## src/pkg/mic_pkg.sv

```systemverilog
// ==========================================================
// interrupt controller constants and carriers
package mic_pkg;

  // ==========================================================
  // bus widths and register offsets (byte addresses)
  localparam int MIC_ADDR_W = 8;
  localparam logic [7:0] MIC_OFF_ICR = 8'h00;
  localparam logic [7:0] MIC_OFF_OPT = 8'h04;
  localparam logic [7:0] MIC_OFF_PFA = 8'h08;
  localparam logic [7:0] MIC_OFF_PFB = 8'h0C;
  localparam logic [7:0] MIC_OFF_PEA = 8'h10;
  localparam logic [7:0] MIC_OFF_PEB = 8'h14;
  localparam logic [7:0] MIC_OFF_STAT = 8'h18;

  // ==========================================================
  // interrupt control, option and peripheral flag register bit positions
  localparam int MIC_ICR_GIE = 7;
  localparam int MIC_ICR_PEIE = 6;
  localparam int MIC_ICR_TIMER_ZERO_OVF_ENABLE = 5;
  localparam int MIC_ICR_EXTIE = 4;
  localparam int MIC_ICR_PCIE = 3;
  localparam int MIC_ICR_TIMER_ZERO_OVF_FLAG = 2;
  localparam int MIC_ICR_EXTIF = 1;
  localparam int MIC_ICR_PCIF = 0;
  localparam int MIC_OPT_EDGE = 6;
  localparam int MIC_PFA_PSP = 7;

  // ==========================================================
  // reset values, implemented-bit masks and timer limits
  localparam logic [7:0] MIC_ICR_RST = 8'h00;
  localparam logic [7:0] MIC_OPT_RST = 8'hFF;
  localparam logic [7:0] MIC_PER_RST = 8'h00;
  localparam logic [7:0] MIC_PFB_MASK = 8'h07;
  localparam logic [7:0] MIC_TMR_MAX = 8'hFF;
  localparam logic [7:0] MIC_TMR_MIN = 8'h00;

  // ==========================================================
  // timing, vector and bus response codes
  localparam int MIC_CLK_HZ = 50_000_000;
  localparam int MIC_INSTR_CLKS = 4;
  localparam logic [2:0] MIC_INSTR_LAST = 3'(MIC_INSTR_CLKS - 1);
  localparam int MIC_LAT_MIN_INSTR = 3;
  localparam int MIC_LAT_MAX_INSTR = 4;
  localparam logic [1:0] MIC_LAT_LAST = 2'(MIC_LAT_MIN_INSTR);
  localparam logic [12:0] MIC_VECTOR = 13'h0004;
  localparam logic [1:0] MIC_RESP_OKAY = 2'h0;
  localparam logic [1:0] MIC_RESP_SLVERR = 2'h2;

  // ==========================================================
  // axi4-lite carriers, master to slave and back
  typedef struct packed {
    logic [MIC_ADDR_W-1:0] awaddr;
    logic awvalid;
    logic [31:0] wdata;
    logic [3:0] wstrb;
    logic wvalid;
    logic bready;
    logic [MIC_ADDR_W-1:0] araddr;
    logic arvalid;
    logic rready;
  } mic_axi_req_t;

  typedef struct packed {
    logic awready;
    logic wready;
    logic [1:0] bresp;
    logic bvalid;
    logic arready;
    logic [31:0] rdata;
    logic [1:0] rresp;
    logic rvalid;
  } mic_axi_rsp_t;

endpackage

```

## src/logic/mic_edge_detect.sv

```systemverilog
`timescale 1ns/1ps
`default_nettype none
// ==========================================================
// pin synchronisers with edge and change detection
module mic_edge_detect (
  input wire logic aclk,
  input wire logic aresetn,
  input wire logic ext_irq_pin,
  input wire logic [3:0] port_b_hi,
  input wire logic rising_sel,
  output logic ext_edge,
  output logic port_change
);

  logic [4:0] sync1_reg;
  logic [4:0] sync2_reg;
  logic [4:0] prev_reg;
  logic [2:0] arm_reg;

  // two-stage synchroniser; stage one is read only by stage two
  always_ff @(posedge aclk) begin
    if (!aresetn) begin
      sync1_reg <= 5'h00;
      sync2_reg <= 5'h00;
    end else begin
      sync1_reg <= {port_b_hi, ext_irq_pin};
      sync2_reg <= sync1_reg;
    end
  end

  // last settled value, the reference for edges and changes
  always_ff @(posedge aclk) begin
    if (!aresetn) begin
      prev_reg <= 5'h00;
    end else begin
      prev_reg <= sync2_reg;
    end
  end

  // edges ignored until the pipeline holds real pin values, so a pin
  // idling high at reset raises no false flag; costs three cycles
  always_ff @(posedge aclk) begin
    if (!aresetn) begin
      arm_reg <= 3'h0;
    end else begin
      arm_reg <= {arm_reg[1:0], 1'b1};
    end
  end

  // rising or falling edge picked by the select bit
  assign ext_edge = arm_reg[2] &
    (rising_sel ? (sync2_reg[0] & ~prev_reg[0])
                : (~sync2_reg[0] & prev_reg[0]));
  // any mismatch on the upper nibble counts as a change
  assign port_change = arm_reg[2] & (|(sync2_reg[4:1] ^ prev_reg[4:1]));

endmodule
`default_nettype wire

```

## src/logic/mic_irq_ctrl.sv

```systemverilog
// Local design decisions: the AXI4-Lite interface to the registers and the placing of the registers.
`timescale 1ns/1ps
`default_nettype none
// Contract
// RULE1: flags set on their event regardless of individual or global enable
// RULE2: global enable at control bit 7 gates every unmasked interrupt
// RULE3: global enable plus flag and enable pair vectors; enable clear blocks
// RULE4: every reset clears the global enable
// RULE5: return-from-interrupt instruction sets the global enable again
// RULE6: on accept clear global enable, push return address, load 0004h
// RULE7: two peripheral flag and enable pairs, group enable in control reg
// RULE8: pin and port-change latency is three or four instruction cycles
// RULE9: pin is edge triggered, option bit 6 selects rising when set
// RULE10: pin edge sets flag bit 1, enable at bit 4
// RULE11: pin interrupt wakes from sleep if enabled; global enable decides vector
// RULE12: timer zero FFh to 00h sets flag bit 2, enable bit 5
// RULE13: port B bits 7:4 change sets flag bit 0 with own enable
// RULE14: only the return address is pushed, nothing else saved
// RULE15: software clears serviced flags before re-enabling interrupts
// RULE16: up to fourteen sources; small variant drops parallel slave flag
// RULE17: cause found by polling flags, no encoded cause
// RULE18: enabled flagged source wakes from sleep whatever global enable
// RULE19: power-on reset clears upper seven control bits
// RULE20: peripheral pairs gated by group enable then merged with core ones
module mic_irq_ctrl #(
  parameter bit HAS_PSP = 1'b1
) (
  input wire logic aclk,
  input wire logic aresetn,
  input wire mic_pkg::mic_axi_req_t axi_req,
  output mic_pkg::mic_axi_rsp_t axi_rsp,
  input wire logic ext_irq_pin,
  input wire logic [3:0] port_b_pins,
  input wire logic [7:0] timer_zero,
  input wire logic [7:0] periph_set_a,
  input wire logic [7:0] periph_set_b,
  input wire logic [12:0] return_pc,
  input wire logic return_from_irq_instr,
  input wire logic sleep_instr,
  output logic irq_pending,
  output logic vector_load,
  output logic [12:0] vector_addr,
  output logic stack_push,
  output logic [12:0] push_addr,
  output logic asleep,
  output logic wake
);

  // ==========================================================
  // register file
  logic [7:0] interrupt_control_reg;
  logic [7:0] option_reg;
  logic [7:0] periph_flag_reg_a;
  logic [7:0] periph_flag_reg_b;
  logic [7:0] periph_enable_reg_a;
  logic [7:0] periph_enable_reg_b;
  logic [7:0] pfa_mask;

  // ==========================================================
  // bus slave state
  logic aw_held_reg;
  logic w_held_reg;
  logic [7:0] awaddr_reg;
  logic [7:0] wdata_reg;
  logic wstrb0_reg;
  logic bvalid_reg;
  logic [1:0] bresp_reg;
  logic rvalid_reg;
  logic [31:0] rdata_reg;
  logic [1:0] rresp_reg;
  logic do_write;
  logic wr_icr, wr_opt, wr_pfa, wr_pfb, wr_pea, wr_peb;

  // ==========================================================
  // event and request state
  logic ext_edge, port_change, tmr_ovf;
  logic [7:0] tmr_prev_reg;
  logic [2:0] div_cnt_reg;
  logic instr_en;
  logic [1:0] lat_cnt_reg;
  logic periph_req, core_req, any_req, accept;
  logic asleep_reg, wake_reg, vector_load_reg;
  logic [12:0] push_addr_reg;

  // true when the address hits a mapped register
  function automatic logic mic_mapped(input logic [7:0] a);
    case (a)
      mic_pkg::MIC_OFF_ICR, mic_pkg::MIC_OFF_OPT,
      mic_pkg::MIC_OFF_PFA, mic_pkg::MIC_OFF_PFB,
      mic_pkg::MIC_OFF_PEA, mic_pkg::MIC_OFF_PEB,
      mic_pkg::MIC_OFF_STAT: mic_mapped = 1'b1;
      default: mic_mapped = 1'b0;
    endcase
  endfunction

  // the small variant has no parallel slave flag bit
  assign pfa_mask = HAS_PSP ? 8'hFF : 8'h7F; // see RULE16

  // ==========================================================
  // pin front end and timer overflow
  mic_edge_detect u_edge (
    .aclk(aclk),
    .aresetn(aresetn),
    .ext_irq_pin(ext_irq_pin),
    .port_b_hi(port_b_pins),
    .rising_sel(option_reg[mic_pkg::MIC_OPT_EDGE]), // see RULE9
    .ext_edge(ext_edge),
    .port_change(port_change)
  );

  // previous timer value, same clock domain so no synchroniser
  always_ff @(posedge aclk) begin
    if (!aresetn) begin
      tmr_prev_reg <= mic_pkg::MIC_TMR_MIN;
    end else begin
      tmr_prev_reg <= timer_zero;
    end
  end
  assign tmr_ovf = (tmr_prev_reg == mic_pkg::MIC_TMR_MAX) &&
                   (timer_zero == mic_pkg::MIC_TMR_MIN); // see RULE12

  // ==========================================================
  // axi4-lite write path: address and data taken in either order
  assign do_write = aw_held_reg & w_held_reg & ~bvalid_reg;

  always_ff @(posedge aclk) begin
    if (!aresetn) begin
      aw_held_reg <= 1'b0;
      awaddr_reg <= 8'h00;
    end else if (axi_req.awvalid && !aw_held_reg) begin
      aw_held_reg <= 1'b1;
      awaddr_reg <= axi_req.awaddr;
    end else if (do_write) begin
      aw_held_reg <= 1'b0;
    end
  end

  always_ff @(posedge aclk) begin
    if (!aresetn) begin
      w_held_reg <= 1'b0;
      wdata_reg <= 8'h00;
      wstrb0_reg <= 1'b0;
    end else if (axi_req.wvalid && !w_held_reg) begin
      w_held_reg <= 1'b1;
      wdata_reg <= axi_req.wdata[7:0];
      wstrb0_reg <= axi_req.wstrb[0];
    end else if (do_write) begin
      w_held_reg <= 1'b0;
    end
  end

  // write response; unmapped addresses answer slave error
  always_ff @(posedge aclk) begin
    if (!aresetn) begin
      bvalid_reg <= 1'b0;
      bresp_reg <= mic_pkg::MIC_RESP_OKAY;
    end else if (do_write) begin
      bvalid_reg <= 1'b1;
      bresp_reg <= mic_mapped(awaddr_reg) ? mic_pkg::MIC_RESP_OKAY
                                          : mic_pkg::MIC_RESP_SLVERR;
    end else if (axi_req.bready) begin
      bvalid_reg <= 1'b0;
    end
  end

  // per-register strobes; only byte lane 0 carries data
  assign wr_icr = do_write && wstrb0_reg && awaddr_reg == mic_pkg::MIC_OFF_ICR;
  assign wr_opt = do_write && wstrb0_reg && awaddr_reg == mic_pkg::MIC_OFF_OPT;
  assign wr_pfa = do_write && wstrb0_reg && awaddr_reg == mic_pkg::MIC_OFF_PFA;
  assign wr_pfb = do_write && wstrb0_reg && awaddr_reg == mic_pkg::MIC_OFF_PFB;
  assign wr_pea = do_write && wstrb0_reg && awaddr_reg == mic_pkg::MIC_OFF_PEA;
  assign wr_peb = do_write && wstrb0_reg && awaddr_reg == mic_pkg::MIC_OFF_PEB;

  // ==========================================================
  // axi4-lite read path, one cycle after the address is taken
  always_ff @(posedge aclk) begin
    if (!aresetn) begin
      rvalid_reg <= 1'b0;
      rdata_reg <= 32'h0000_0000;
      rresp_reg <= mic_pkg::MIC_RESP_OKAY;
    end else if (axi_req.arvalid && !rvalid_reg) begin
      rvalid_reg <= 1'b1;
      rresp_reg <= mic_mapped(axi_req.araddr) ? mic_pkg::MIC_RESP_OKAY
                                              : mic_pkg::MIC_RESP_SLVERR;
      case (axi_req.araddr) // flags read raw, software polls them; see RULE17
        mic_pkg::MIC_OFF_ICR: rdata_reg <= {24'h000000, interrupt_control_reg};
        mic_pkg::MIC_OFF_OPT: rdata_reg <= {24'h000000, option_reg};
        mic_pkg::MIC_OFF_PFA: rdata_reg <= {24'h000000, periph_flag_reg_a};
        mic_pkg::MIC_OFF_PFB: rdata_reg <= {24'h000000, periph_flag_reg_b};
        mic_pkg::MIC_OFF_PEA: rdata_reg <= {24'h000000, periph_enable_reg_a};
        mic_pkg::MIC_OFF_PEB: rdata_reg <= {24'h000000, periph_enable_reg_b};
        mic_pkg::MIC_OFF_STAT: rdata_reg <= {29'h00000000, any_req,
                                             irq_pending, asleep_reg};
        default: rdata_reg <= 32'h0000_0000;
      endcase
    end else if (axi_req.rready) begin
      rvalid_reg <= 1'b0;
    end
  end

  assign axi_rsp.awready = ~aw_held_reg;
  assign axi_rsp.wready = ~w_held_reg;
  assign axi_rsp.bvalid = bvalid_reg;
  assign axi_rsp.bresp = bresp_reg;
  assign axi_rsp.arready = ~rvalid_reg;
  assign axi_rsp.rvalid = rvalid_reg;
  assign axi_rsp.rdata = rdata_reg;
  assign axi_rsp.rresp = rresp_reg;

  // ==========================================================
  // interrupt control register: enables plus core flags
  always_ff @(posedge aclk) begin
    if (!aresetn) begin
      interrupt_control_reg <= mic_pkg::MIC_ICR_RST; // see RULE4, see RULE19
    end else begin
      if (wr_icr) begin
        interrupt_control_reg[6:0] <= wdata_reg[6:0];
      end
      // hardware sets win over a same-cycle software clear
      if (port_change) begin
        interrupt_control_reg[mic_pkg::MIC_ICR_PCIF] <= 1'b1; // see RULE13
      end
      if (ext_edge) begin
        interrupt_control_reg[mic_pkg::MIC_ICR_EXTIF] <= 1'b1; // see RULE10
      end
      if (tmr_ovf) begin
        interrupt_control_reg[mic_pkg::MIC_ICR_TIMER_ZERO_OVF_FLAG] <= 1'b1; // see RULE1
      end
      // global enable: accept beats return, return beats software
      if (accept) begin
        interrupt_control_reg[mic_pkg::MIC_ICR_GIE] <= 1'b0; // see RULE6
      end else if (return_from_irq_instr) begin
        interrupt_control_reg[mic_pkg::MIC_ICR_GIE] <= 1'b1; // see RULE5
      end else if (wr_icr) begin
        interrupt_control_reg[mic_pkg::MIC_ICR_GIE] <=
          wdata_reg[mic_pkg::MIC_ICR_GIE]; // see RULE2
      end
    end
  end

  // option register; only the edge select bit is used here
  always_ff @(posedge aclk) begin
    if (!aresetn) begin
      option_reg <= mic_pkg::MIC_OPT_RST;
    end else if (wr_opt) begin
      option_reg <= wdata_reg;
    end
  end

  // peripheral flags; source pulses override software writes
  always_ff @(posedge aclk) begin
    if (!aresetn) begin
      periph_flag_reg_a <= mic_pkg::MIC_PER_RST;
      periph_flag_reg_b <= mic_pkg::MIC_PER_RST;
    end else begin
      periph_flag_reg_a <= ((wr_pfa ? wdata_reg : periph_flag_reg_a) |
                            periph_set_a) & pfa_mask; // see RULE7
      periph_flag_reg_b <= ((wr_pfb ? wdata_reg : periph_flag_reg_b) |
                            periph_set_b) & mic_pkg::MIC_PFB_MASK;
    end
  end

  // peripheral enables, software owned
  always_ff @(posedge aclk) begin
    if (!aresetn) begin
      periph_enable_reg_a <= mic_pkg::MIC_PER_RST;
      periph_enable_reg_b <= mic_pkg::MIC_PER_RST;
    end else begin
      if (wr_pea) begin
        periph_enable_reg_a <= wdata_reg & pfa_mask;
      end
      if (wr_peb) begin
        periph_enable_reg_b <= wdata_reg & mic_pkg::MIC_PFB_MASK;
      end
    end
  end

  // ==========================================================
  // request merge: peripheral group first, then the core sources
  assign periph_req = interrupt_control_reg[mic_pkg::MIC_ICR_PEIE] &
    (|(periph_flag_reg_a & periph_enable_reg_a) |
     |(periph_flag_reg_b & periph_enable_reg_b)); // see RULE20
  assign core_req =
    (interrupt_control_reg[mic_pkg::MIC_ICR_TIMER_ZERO_OVF_ENABLE] &
     interrupt_control_reg[mic_pkg::MIC_ICR_TIMER_ZERO_OVF_FLAG]) |
    (interrupt_control_reg[mic_pkg::MIC_ICR_EXTIE] &
     interrupt_control_reg[mic_pkg::MIC_ICR_EXTIF]) |
    (interrupt_control_reg[mic_pkg::MIC_ICR_PCIE] &
     interrupt_control_reg[mic_pkg::MIC_ICR_PCIF]); // see RULE3
  assign any_req = core_req | periph_req;
  assign irq_pending = any_req &
    interrupt_control_reg[mic_pkg::MIC_ICR_GIE]; // see RULE2

  // ==========================================================
  // instruction cycle enable, one pulse every four clocks
  always_ff @(posedge aclk) begin
    if (!aresetn) begin
      div_cnt_reg <= 3'h0;
    end else if (div_cnt_reg == mic_pkg::MIC_INSTR_LAST) begin
      div_cnt_reg <= 3'h0;
    end else begin
      div_cnt_reg <= div_cnt_reg + 3'h1;
    end
  end
  assign instr_en = (div_cnt_reg == mic_pkg::MIC_INSTR_LAST);

  // request must hold over four instruction boundaries; the
  // phase of the event inside a cycle gives three or four
  always_ff @(posedge aclk) begin
    if (!aresetn) begin
      lat_cnt_reg <= 2'h0;
    end else if (!irq_pending || accept) begin
      lat_cnt_reg <= 2'h0;
    end else if (instr_en && lat_cnt_reg != mic_pkg::MIC_LAT_LAST) begin
      lat_cnt_reg <= lat_cnt_reg + 2'h1; // see RULE8
    end
  end
  // a sleeping core cannot branch; it wakes first
  assign accept = irq_pending & instr_en & ~asleep_reg &
                  (lat_cnt_reg == mic_pkg::MIC_LAT_LAST); // see RULE8

  // vector and push, one cycle pulse; only the pc is saved
  always_ff @(posedge aclk) begin
    if (!aresetn) begin
      vector_load_reg <= 1'b0;
      push_addr_reg <= 13'h0000;
    end else begin
      vector_load_reg <= accept; // see RULE6
      if (accept) begin
        push_addr_reg <= return_pc; // see RULE14
      end
    end
  end

  // ==========================================================
  // sleep and wake; a pending enabled source turns sleep into a no-op
  always_ff @(posedge aclk) begin
    if (!aresetn) begin
      asleep_reg <= 1'b0;
      wake_reg <= 1'b0;
    end else begin
      wake_reg <= 1'b0;
      if (asleep_reg && any_req) begin
        asleep_reg <= 1'b0; // see RULE18, see RULE11
        wake_reg <= 1'b1;
      end else if (sleep_instr && !any_req) begin
        asleep_reg <= 1'b1;
      end
    end
  end

  assign vector_load = vector_load_reg;
  assign stack_push = vector_load_reg;
  assign vector_addr = mic_pkg::MIC_VECTOR;
  assign push_addr = push_addr_reg;
  assign asleep = asleep_reg;
  assign wake = wake_reg;

endmodule
`default_nettype wire

```

## config.mk

```make
export PLATFORM = sky130hd
export DESIGN_NAME = mic_irq_ctrl
export DESIGN_NICKNAME = d
export VERILOG_FILES = /design/src/pkg/mic_pkg.sv /design/src/logic/mic_edge_detect.sv /design/src/logic/mic_irq_ctrl.sv
export SDC_FILE = /design/constraint.sdc
export NUM_CORES = 1
export LEC_CHECK = 0
export ABC_AREA = 1
export BUFFER_PORTS_ARGS = -buffer_cell sky130_fd_sc_hd__buf_4
export CORE_MARGIN = 3
export CORE_UTILIZATION = 40
export DETAILED_ROUTE_END_ITERATION = 8
export HOLD_SLACK_MARGIN = 0.05
export PLACE_DENSITY = 0.71
export SLEW_MARGIN = 20
export SYNTH_ARGS = -nofsm -noshare
export SYNTH_HDL_FRONTEND = slang
export SYNTH_HIERARCHICAL = 1
export SYNTH_SLANG_ARGS = --single-unit
```

## constraint.sdc

```tcl
create_clock -name aclk -period 1.4 [get_ports aclk]
set_input_delay 0.07 -clock aclk [delete_from_list [all_inputs] [get_ports aclk]]
set_output_delay 0.07 -clock aclk [all_outputs]
set_load 0.005 [all_outputs]
```

==> flow_summary.toml <==
[logic_synthesis]
ys_seq_area_share_pct = 45.87
synth_warnings = 6
synth_flop_cell = "dfxtp_1"
synth_edf_count = 0
synth_cell_types = 32
synth-seq-cells = 116
synthCells = 681
synth_area_per_cell_um2 = 7.434
async_flop_share_pct = 0
synth_area_mm2 = 0.005062

[floorplanning]
fp.dieArea_mm2 = 0.01404
die_height_um = 118.5
coreArea_mm2 = 0.01221
rows = 40
io_pins = 175
die_w_um = 118.5
start_util_pct = 41.45

[critical_path]
crit_fanout = 2
path_delay_family = "simple AND/OR/NAND/NOR gates"
critPathMostFrequentCell = "nand2_1"
critPathCaptureType = "primary output"
arrival_ns = 1.56
slowest_stage = "dfxtp_1"
crit_chain = "nand2_1 > nand2_1 > nor2_2 > nand3_1 > nand2_1 > nand2_2 > nand2_2 > inv_2 > buf_6 > buf_6"
critPathLaunchType = "flip-flop"
worst-path-buf-inv = 3
crit_type = "reg2out"
crit_required_ns = 1.33
slowest_delay_ns = 0.33

[clock_network]
clkLatencyLatePin_ns = 0.41
cts-root-buf = "clkbuf_16"
clk_path_buf_depth = 2
h-tree-depth = 4
cts.sinks = 116
tritoncts = "built"
clk_pin_slew_ns = 0.06
numCtsBuffers = 17

[power_and_ir_drop]
ir_drop_v = 0.001061
power_density_mw_per_mm2 = 1132
leakagePower_nw = 3.920

[timing]
worst_pin_slew_ns = 0.6788
setup_tns_ns = -6.701
setup_viol_count_final = 53
fmaxAchievable_ghz = 0.6118
relSlewSlack_pct = 54.33
skew_ns = 0.01537
fin_crit_ns = 1.634
timing.hold.ws_ns = 0.1189
final-max-slew-violation-count = 0
setup_slack_ns = -0.2344
post-route-period-util_pct = 116.7
rsz0062_at_grt = "true"
hold_viol_final = 0

[detailed_routing]
avgRoutedWirePerCell_um = 13.99
drt-met1-wl_um = 6464
routed_wl_um = 15220
first_pass_iters = 8
vias_per_cell = 4.733
top_layer_used = "met4"
ant_nets = 0
first_iter_violations = 411
num_vias = 5149
drc_errors = 0
met2_length_um = 7604
wl_met3_um = 883

[layout]
drive_above_1_share_pct = 32.93
layout_common_cells = "buf_4, nand2_1, dfxtp_1, inv_1, dlygate4sd3_1"
largest_register_ffs = 13
nets = 1013
final_core_util_pct = 65.64
layout_commonest_cell = "buf_4"
fin_cells = 1088
area_growth_pct = 58.33
antenna_cells = 0

[global_routing]
grt_pass1_vias = 4980
grt_max_degree = 53
grt-ovfl-total = 0
grt_pass1_wl_um = 23320
antenna_found_initial = 0
grt_usage_pct = 20.50

[outcome]
violations = "setup timing"
outcome = "finished, violations left"

[place]
port_buffers = 103
place_congestion = 0.8088
numPlacedInstances = 976
hpwl_um = 8963
dp_slack_ns = -0.1240

[flow_run]
drv_cap = 0

[min_path]
hp-class = "in2reg"
[timing repair]
| item | CTS | global route |
|---|---|---|
| setup endpoints to repair | 54 | 57 |
| resized for setup | 47 | 83 |
| pin swaps | 13 | 24 |
| buffers inserted | 8 | 9 |
| gates cloned | 3 | 1 |
| hold endpoints to repair | 61 | 0 |
| hold buffers | 61 | 0 |
[worst paths after layout]
kind | from | to | slack [ns] | cells after the start
max | periph_flag_reg_b[0] | irq_pending | -0.23 | 10
min | axi_req[1] | rresp_reg[1] | 0.12 | 5
max reg2reg | awaddr_reg[7] | periph_flag_reg_a[2] | -0.20 | 9
min reg2reg | u_edge/sync1_reg[2] | u_edge/sync2_reg[2] | 0.41 | 2
[logic make-up (layout without fill, tap and decap cells)]
| family | Yosys count | count (layout) | synth area share, % |
|---|---|---|---|
| and+or+nand+nor | 290 | 291 | 24.59 |
| buffers and inverters | 161 | 362 | 15.84 |
| DFF | 116 | 116 | 45.87 |
| AOI/OAI and AO/OA | 107 | 107 | 12.43 |
| adders and majority gates | 3 | 3 | 0.7416 |
| other | 2 | 39 | 0.1483 |
| xor gates and xnor gates | 1 | 1 | 0.1730 |
| muxes | 1 | 1 | 0.1977 |
[layer usage]
metal  track usage, %  up-vias
li1                 -     2546
met3            5.598       26
met1            24.75     2392
met2            34.73      185
met4            7.965        0
met5                0        -
[synth_stat cells (all sizes together) (6+ instances only)]
| cell type | number | area, um2 |
|---|---|---|
| clkbuf | 10 | 37.54 |
| nor2 | 77 | 324.1 |
| a21oi | 41 | 205.2 |
| buf | 53 | 396.6 |
| nand3 | 47 | 235.2 |
| nand2 | 151 | 581.8 |
| o31ai | 8 | 60.06 |
| o21ai | 31 | 155.2 |
| inv | 96 | 360.3 |
| dfxtp | 116 | 2322 |
| o211ai | 11 | 82.58 |
| nand4 | 6 | 37.54 |
| a211oi | 12 | 100.1 |
[stage by stage]
| stage | power [mW] | instance area (um2) |
|---|---|---|
| after floorplan | 3.981 | 5201 |
| after global placement | 4.238 | 6151 |
| after detailed placement | 4.247 | 6151 |
| after CTS | 9.019 | 7682 |
| after global routing | 9.386 | 8015 |
| final | 9.077 | 8015 |
[report_power, final]
part	switching [mW]	internal [mW]	total [mW]
sequential	0.0825	3.43	3.52
clock	1.62	3.00	4.62
combinational	0.484	0.461	0.944
total	2.18	6.90	9.08
[tightest hold or removal path, stage by stage]
cell and delay, ns:
buf_4 0.08, nand2_1 0.06, buf_4 0.16, nand2_1 0.06, a21oi_1 0.05
[cell type report]
class	instances	area, um2
clock buffers	18	429.2
clock inverters	14	201.4
fillers	985	4197
inverters	98	370.4
multi-input cells	442	2437
flip-flops and latches	116	2331
well taps	168	210.2
repair buffers	232	2036
(Power assumes the default switching activity.)
